--- src/rofm_pkg.sv ---
// Package for the rail override and fault mask register bank.
// Assumes one device clock shared by the register port and the rail logic.
`default_nettype none

package rofm_pkg;

   // ****************************************************************
   // Register map
   // ****************************************************************
   localparam logic [7:0] ROFM_OFF_FORCE_LEVEL = 8'ha1;
   localparam logic [7:0] ROFM_OFF_FAULT_MASK  = 8'ha2;

   // ****************************************************************
   // Field positions in the force-on / output level register
   // ****************************************************************
   localparam int ROFM_BIT_SMALL_LDO_THREE_FORCE_ON = 0;
   localparam int ROFM_BIT_SWITCH_B_ONE_FORCE_ON    = 1;
   localparam int ROFM_BIT_SHARED_RAIL_FORCE_ON     = 2;
   localparam int ROFM_BIT_TERMINATION_FORCE_ON     = 3;
   localparam int ROFM_BIT_OUT_PIN_ONE_LEVEL        = 4;
   localparam int ROFM_BIT_OUT_PIN_FOUR_LEVEL       = 7;

   // ****************************************************************
   // Field positions in the fault mask register
   // ****************************************************************
   localparam int ROFM_BIT_STEP_DOWN_ONE_FAULT_MASK = 0;
   localparam int ROFM_BIT_SWITCH_A_ONE_FAULT_MASK  = 6;
   localparam int ROFM_BIT_SMALL_LDO_TWO_FAULT_MASK = 7;

   // ****************************************************************
   // Variant defaults (first variant of the family)
   // ****************************************************************
   localparam logic [7:0] ROFM_RST_FORCE_LEVEL  = 8'h01;
   localparam logic [7:0] ROFM_RST_FAULT_MASK   = 8'hc0;
   localparam logic [3:0] ROFM_RST_PIN_IS_GP    = 4'h2;
   localparam logic [3:0] ROFM_RST_PIN_PUSHPULL = 4'h0;
   localparam logic       ROFM_RST_SHARED_IS_SW = 1'b0;

   // Register port request from the serial front end
   typedef struct packed {
      logic [7:0] addr;
      logic       wr;
      logic       rd;
      logic [7:0] wdata;
   } rofm_req_s;

   // Layout of the force-on / output level register
   typedef struct packed {
      logic [3:0] level;
      logic [3:0] force_on;
   } rofm_ctrl_s;

endpackage : rofm_pkg

`default_nettype wire

--- src/rofm_rail_ctl.sv ---
// Per-rail enable selection between host force-on and sequencing.
// Assumes all inputs come from logic on the device clock.
`default_nettype none
`timescale 1ns/1ps

module rofm_rail_ctl
   import rofm_pkg::*;
#(
   parameter int N = 4
)
(
   // Control
   input  wire logic [N-1:0] force_on,
   input  wire logic [N-1:0] disable_bit,
   input  wire logic [N-1:0] seq_en,
   // Result
   output logic      [N-1:0] rail_en
);

   genvar i;
   generate
      for (i = 0; i < N; i++)
      begin : g_rail
         // A forced rail stays off while its disable bit reads 0
         assign rail_en[i] = force_on[i] ? disable_bit[i] : seq_en[i];
      end
   endgenerate

endmodule : rofm_rail_ctl

`default_nettype wire

--- src/rofm_regs.sv ---
// Rail force-on / output level register and first fault mask register.
// Assumes a register port from the serial front end on the same clock,
// and sequencing, disable and fault signals from on-chip logic.
//
// How it works
// - Pin four level bit drives it open-drain: 0 pulls low, 1 releases.
// - Bits 6, 5, 4 set levels of pins three, two, one when general outputs.
// - Pins not configured as general outputs follow power-good tree; level bit resets 0.
// - Bit 3 forces termination LDO on unless its disable bit is 0.
// - Bit 2 forces the shared rail, switch B2 or small LDO one, by variant.
// - Bit 1 forces load switch B1 on unless its disable bit is 0.
// - Bit 0 forces small LDO three on unless its disable bit is 0.
// - With force-on clear, a rail follows only its sequencing enable.
// - Fault mask bit 1 blocks that rail's fault from shutdown; 0 lets it through.
// - Mask bit 7 is small LDO two, bit 6 load switch A1.
// - Mask bits 5 to 0 are step-down rails six to one.
// - Force/level register at A1h, all bits read/write, variant reset.
// - Fault mask register at A2h, all bits read/write, variant reset.
`default_nettype none
`timescale 1ns/1ps

module rofm_regs
   import rofm_pkg::*;
#(
   parameter logic [7:0] FORCE_LEVEL_RESET = ROFM_RST_FORCE_LEVEL,
   parameter logic [7:0] FAULT_MASK_RESET  = ROFM_RST_FAULT_MASK,
   parameter logic [3:0] PIN_IS_GP         = ROFM_RST_PIN_IS_GP,
   parameter logic [3:0] PIN_PUSHPULL      = ROFM_RST_PIN_PUSHPULL,
   parameter logic       SHARED_IS_SWITCH  = ROFM_RST_SHARED_IS_SW
)
(
   // Clock and reset
   input  wire logic       CLOCK,
   input  wire logic       NRST,
   // Register port
   input  wire rofm_req_s  REG_REQ,
   output logic      [7:0] REG_RDATA,
   output logic            REG_RVALID,
   // Rail control
   input  wire logic [3:0] RAIL_SEQ_EN,
   input  wire logic [3:0] RAIL_DISABLE,
   output logic      [4:0] RAIL_EN,
   // Faults
   input  wire logic [7:0] RAIL_FAULT,
   output logic            SHUTDOWN_REQ,
   // Output pins
   input  wire logic [3:0] PIN_POWER_GOOD,
   output logic      [3:0] OUT_PIN_O,
   output logic      [3:0] OUT_PIN_OE
);

   // Level bits of pins that are not general outputs come up as 0
   localparam logic [7:0] CTRL_RESET = FORCE_LEVEL_RESET & {PIN_IS_GP, 4'hf};
   // Pin four has no push-pull option
   localparam logic [3:0] PUSHPULL   = PIN_PUSHPULL & 4'h7;

   function automatic logic hit(input logic [7:0] a, input logic [7:0] off);
      hit = (a == off);
   endfunction : hit

   // ****************************************************************
   // Register file
   // ****************************************************************
   rofm_ctrl_s ctrl_reg;
   rofm_ctrl_s ctrl_next;
   logic [7:0] mask_reg;
   logic [7:0] mask_next;
   logic [7:0] rdata_reg;
   logic [7:0] rdata_next;
   logic       rvalid_reg;
   logic       rvalid_next;

   always_comb
   begin
      ctrl_next   = ctrl_reg;
      mask_next   = mask_reg;
      rdata_next  = rdata_reg;
      rvalid_next = REG_REQ.rd;
      if (REG_REQ.wr && hit(REG_REQ.addr, ROFM_OFF_FORCE_LEVEL))
      begin
         ctrl_next = REG_REQ.wdata;
      end
      if (REG_REQ.wr && hit(REG_REQ.addr, ROFM_OFF_FAULT_MASK))
      begin
         mask_next = REG_REQ.wdata;
      end
      // Reads see the value before a write in the same cycle
      if (REG_REQ.rd)
      begin
         if (hit(REG_REQ.addr, ROFM_OFF_FORCE_LEVEL))
         begin
            rdata_next = ctrl_reg;
         end
         else if (hit(REG_REQ.addr, ROFM_OFF_FAULT_MASK))
         begin
            rdata_next = mask_reg;
         end
         else
         begin
            rdata_next = 8'h00;
         end
      end
   end

   always_ff @(posedge CLOCK)
   begin
      if (!NRST)
      begin
         ctrl_reg   <= CTRL_RESET;
         mask_reg   <= FAULT_MASK_RESET;
         rdata_reg  <= 8'h00;
         rvalid_reg <= 1'b0;
      end
      else
      begin
         ctrl_reg   <= ctrl_next;
         mask_reg   <= mask_next;
         rdata_reg  <= rdata_next;
         rvalid_reg <= rvalid_next;
      end
   end

   assign REG_RDATA  = rdata_reg;
   assign REG_RVALID = rvalid_reg;

   // ****************************************************************
   // Rail enables
   // ****************************************************************
   logic [3:0] rail_sel;
   logic [4:0] rail_en_reg;
   logic [4:0] rail_en_next;

   rofm_rail_ctl #(
      .N (4)
   ) rofm_rail_ctl_i (
      .force_on    (ctrl_reg.force_on),
      .disable_bit (RAIL_DISABLE),
      .seq_en      (RAIL_SEQ_EN),
      .rail_en     (rail_sel)
   );

   always_comb
   begin
      rail_en_next    = {1'b0, rail_sel};
      // One override bit, routed to the rail this variant shares it with
      rail_en_next[2] = SHARED_IS_SWITCH ? rail_sel[2] : 1'b0;
      rail_en_next[4] = SHARED_IS_SWITCH ? 1'b0 : rail_sel[2];
   end

   // ****************************************************************
   // Fault shutdown and output pins
   // ****************************************************************
   logic       shut_reg;
   logic       shut_next;
   logic [3:0] pin_o_reg;
   logic [3:0] pin_o_next;
   logic [3:0] pin_oe_reg;
   logic [3:0] pin_oe_next;
   logic [3:0] pin_val;

   always_comb
   begin
      shut_next = |(RAIL_FAULT & ~mask_reg);
      pin_val   = (PIN_IS_GP & ctrl_reg.level) | (~PIN_IS_GP & PIN_POWER_GOOD);
      // Open-drain pins only ever pull low
      pin_o_next  = PUSHPULL & pin_val;
      pin_oe_next = PUSHPULL | ~pin_val;
   end

   always_ff @(posedge CLOCK)
   begin
      if (!NRST)
      begin
         rail_en_reg <= 5'h00;
         shut_reg    <= 1'b0;
         pin_o_reg   <= 4'h0;
         pin_oe_reg  <= 4'h0;
      end
      else
      begin
         rail_en_reg <= rail_en_next;
         shut_reg    <= shut_next;
         pin_o_reg   <= pin_o_next;
         pin_oe_reg  <= pin_oe_next;
      end
   end

   assign RAIL_EN      = rail_en_reg;
   assign SHUTDOWN_REQ = shut_reg;
   assign OUT_PIN_O    = pin_o_reg;
   assign OUT_PIN_OE   = pin_oe_reg;
endmodule : rofm_regs

`default_nettype wire

--- config.mk ---
export PLATFORM = sky130hd
export DESIGN_NAME = rofm_regs
export DESIGN_NICKNAME = d
export VERILOG_FILES = /design/src/rofm_pkg.sv /design/src/rofm_rail_ctl.sv /design/src/rofm_regs.sv
export SDC_FILE = /design/constraint.sdc
export NUM_CORES = 1
export LEC_CHECK = 0
export BUFFER_PORTS_ARGS = -buffer_cell sky130_fd_sc_hd__buf_2
export CORE_ASPECT_RATIO = 1.25
export CORE_MARGIN = 2
export CORE_UTILIZATION = 40
export DETAILED_ROUTE_END_ITERATION = 10
export GPL_ROUTABILITY_DRIVEN = 0
export GPL_TIMING_DRIVEN = 1
export PLACE_DENSITY = 0.69
export SETUP_SLACK_MARGIN = 0.2
export SYNTH_ARGS = -nofsm -noshare
export SYNTH_HDL_FRONTEND = slang
export SYNTH_SLANG_ARGS = --single-unit
--- constraint.sdc ---
create_clock -name CLOCK -period 1.7 [get_ports CLOCK]
set_clock_uncertainty 0.15 [all_clocks]
set_input_delay 0.085 -clock CLOCK [delete_from_list [all_inputs] [get_ports CLOCK]]
set_output_delay 0.085 -clock CLOCK [all_outputs]
set_load 0.01 [all_outputs]
==> metrics.txt <==
Tmin final=1420 ps; clock buffer depth=2; Post-Syn Area per Cell=9.83 um2; CTS sink cnt=34; register area share after synthesis=46.1%; Final period util=83.8%; DP HPWL=2.22 mm; Worst EP arrival=1450 ps; FP Rows=24; Crit path max-delay family=buffers and inverters; GRT Max-Usage Layer=met2; crit-path cells=mux2i_1 -> dlygate4sd3_1 -> nor2b_1; DR WL/cell=around 12 um; Core Util, Final=59.9%; area delta synth->final=42.6%; Total Routed Length=around 3.3 mm; number of global-route vias before repair=1,304; number of vias in the routed layout=about 1,300; CP max stage cell=dlygate4sd3_1; pwr dens=754 nW/um2; GRT Residual Overflow=0; GRT Total Usage=16.8%; status=completed; dpl ws=about 150 ps; core area=3510 um2; crit-path max FO=3; #FFs+latches synth=34; initial antenna violation count=0; CTS tree=done; Starting Density=42.0%; H-tree depth=2; Ys Warns=0; Final Non-Filler Cells=269; Setup-failing EPs final=0; post-synthesis async set-or-reset flop share=0%; die footprint=about 4200 um2; maximum clock rate=between 0.7 and 0.8 GHz; vias per cell=4.84; ys flop type=dfxtp_1; number of hold violations in the final report=0; Hold WC Path Type=input port to flop; CTS root buf=clkbuf_8; Final ANT Viol Nets=0; IO buf count=56; Post-synth EDFFs=0; share of layout cells above drive strength 1=a little under a third; setup TNS=0 ps; # diodes=0; placed cell areas=1820 um2; post-synthesis cell count=150; leading area contributor after synthesis=dfxtp_1; count of unique library cells instantiated by Yosys=19; crit end category=flop; Die Wd=58.3 um; critical path data required time=1720 ps; Iteration-0 DRC Markers=12; Post-CTS Resized=0; setup ws final=approximately 280 ps; residual DRC count=0; met3 Usage GRT=4.99%; cts bufs inserted=5; Inst Count DP=roughly 240; clk_lat worst skew=between 200 and 300 ps; RSZ-0062 raised after global routing=no; nets=roughly 270; Critical path buffers and inverters=1; largest net degree at the start of global routing=30; post-synth top area share=46.1%; Final Cell Area=around 2100 um2; kind of critical path=flop to flop; critical path startpoint category=flop; # IOs=63; synthesized area=between 1000 and 1500 um2; first-pass GRT wire length=around 5.5 mm; TritonRoute pass-1 iters=4; CP max stage delay=560 ps; Worst VDD drop=about 560 uV; grt met1 use=19.3%; Die H=around 72 um; leakage power=0.000944 uW; Reg clk slew, reported paths=60 ps; GR Util met2=between 20 and 30%; Max-cap violations=0; ranking of synthesized cells by area=dfxtp_1, mux2i_1, nor2b_1, a32o_1, nand2_1; Final Max Tran Viols=0
## per-layer routing
metal | vias to the layer above | wire [um]
met2 | 37 | 1700
li1 | 661 | -
met4 | 0 | 31
met5 | - | 0
met3 | 5 | 205
met1 | 600 | 1340
## report_power, final
part	internal, uW	switching (uW)	leakage (uW)
Combinational	97.0	81.6	0.000619
Clock	326	268	0.0000482
Sequential	810	3.40	0.000277
Total	1230	353	0.000944
## cell usage in the layout, fill, tap and decap left out, types with 2 or more instances in the layout
cell	Yosys	final
a22o_1	8	8
a32o_1	8	8
buf_12	0	2
buf_2	0	56
buf_4	5	4
clkbuf_8	0	6
conb_1	1	5
dfxtp_1	34	34
dlygate4sd3_1	0	19
inv_1	8	8
mux2i_1	20	20
nand2_1	21	21
nand3b_1	2	2
nor2b_1	24	24
nor3_4	2	2
o22ai_1	4	4
## cells by family (layout without fill, tap and decap cells)
group | count (synthesis) | count (layout) | synth area share, %
AND/OR/NAND/NOR | 53 | 53 | 20.8
flip-flops | 34 | 34 | 46.1
AO/OA/AOI/OAI | 21 | 21 | 12.6
buffers and inverters | 21 | 97 | 6.62
multiplexers | 20 | 20 | 13.6
other | 1 | 5 | 0.254
## cells in the mapped netlist, drive strengths merged, types with 2 or more instances
master	count
dfxtp	34
nor2b	24
nand2	21
mux2i	20
a22o	8
a32o	8
inv	8
clkbuf	7
buf	6
o22ai	4
nand3b	2
nor3	2
## cell type report
cell class / count / area [um2]
Tap cell: 39 / 48.8
Sequential cell: 34 / 681
Clock buffer: 7 / 86.3
Multi-Input combinational cell: 99 / 712
Inverter: 8 / 30.0
Timing Repair Buffer: 81 / 541
Clock inverter: 1 / 5.00
Fill cell: 323 / 1410
## through the flow
step | total power [uW] | hold WS, ps
floorplan | 912 | 6.61
global placement | 975 | 91.1
detailed placement | 976 | 94.6
CTS | 1600 | 34.7
global route | 1650 | 57.2
finish | 1590 | 44.3
## worst reg2reg max path, cell delays in order (launching register included)
cell           delay (ps)
dfxtp_1               380
mux2i_1               180
dlygate4sd3_1         560
nor2b_1                40
## worst paths after layout
path	to	depth (start not counted)	slack, ps	startpoint
setup / recovery	RAIL_EN[1]$_SDFF_PN0_	3	280	ctrl_reg[1]$_SDFFE_PN0P_
hold / removal	ctrl_reg[1]$_SDFFE_PN0P_	3	40	NRST
setup reg to reg	RAIL_EN[1]$_SDFF_PN0_	3	280	ctrl_reg[1]$_SDFFE_PN0P_
hold reg to reg	OUT_PIN_OE[1]$_SDFF_PN0_	1	310	ctrl_reg[5]$_SDFFE_PN0P_
## what timing repair did
| item | in CTS | in global routing |
|---|---|---|
| buffers inserted | 0 | 0 |
| hold endpoints to repair | 23 | 0 |
| hold buffers | 19 | 0 |
(Power assumes the default switching activity.)
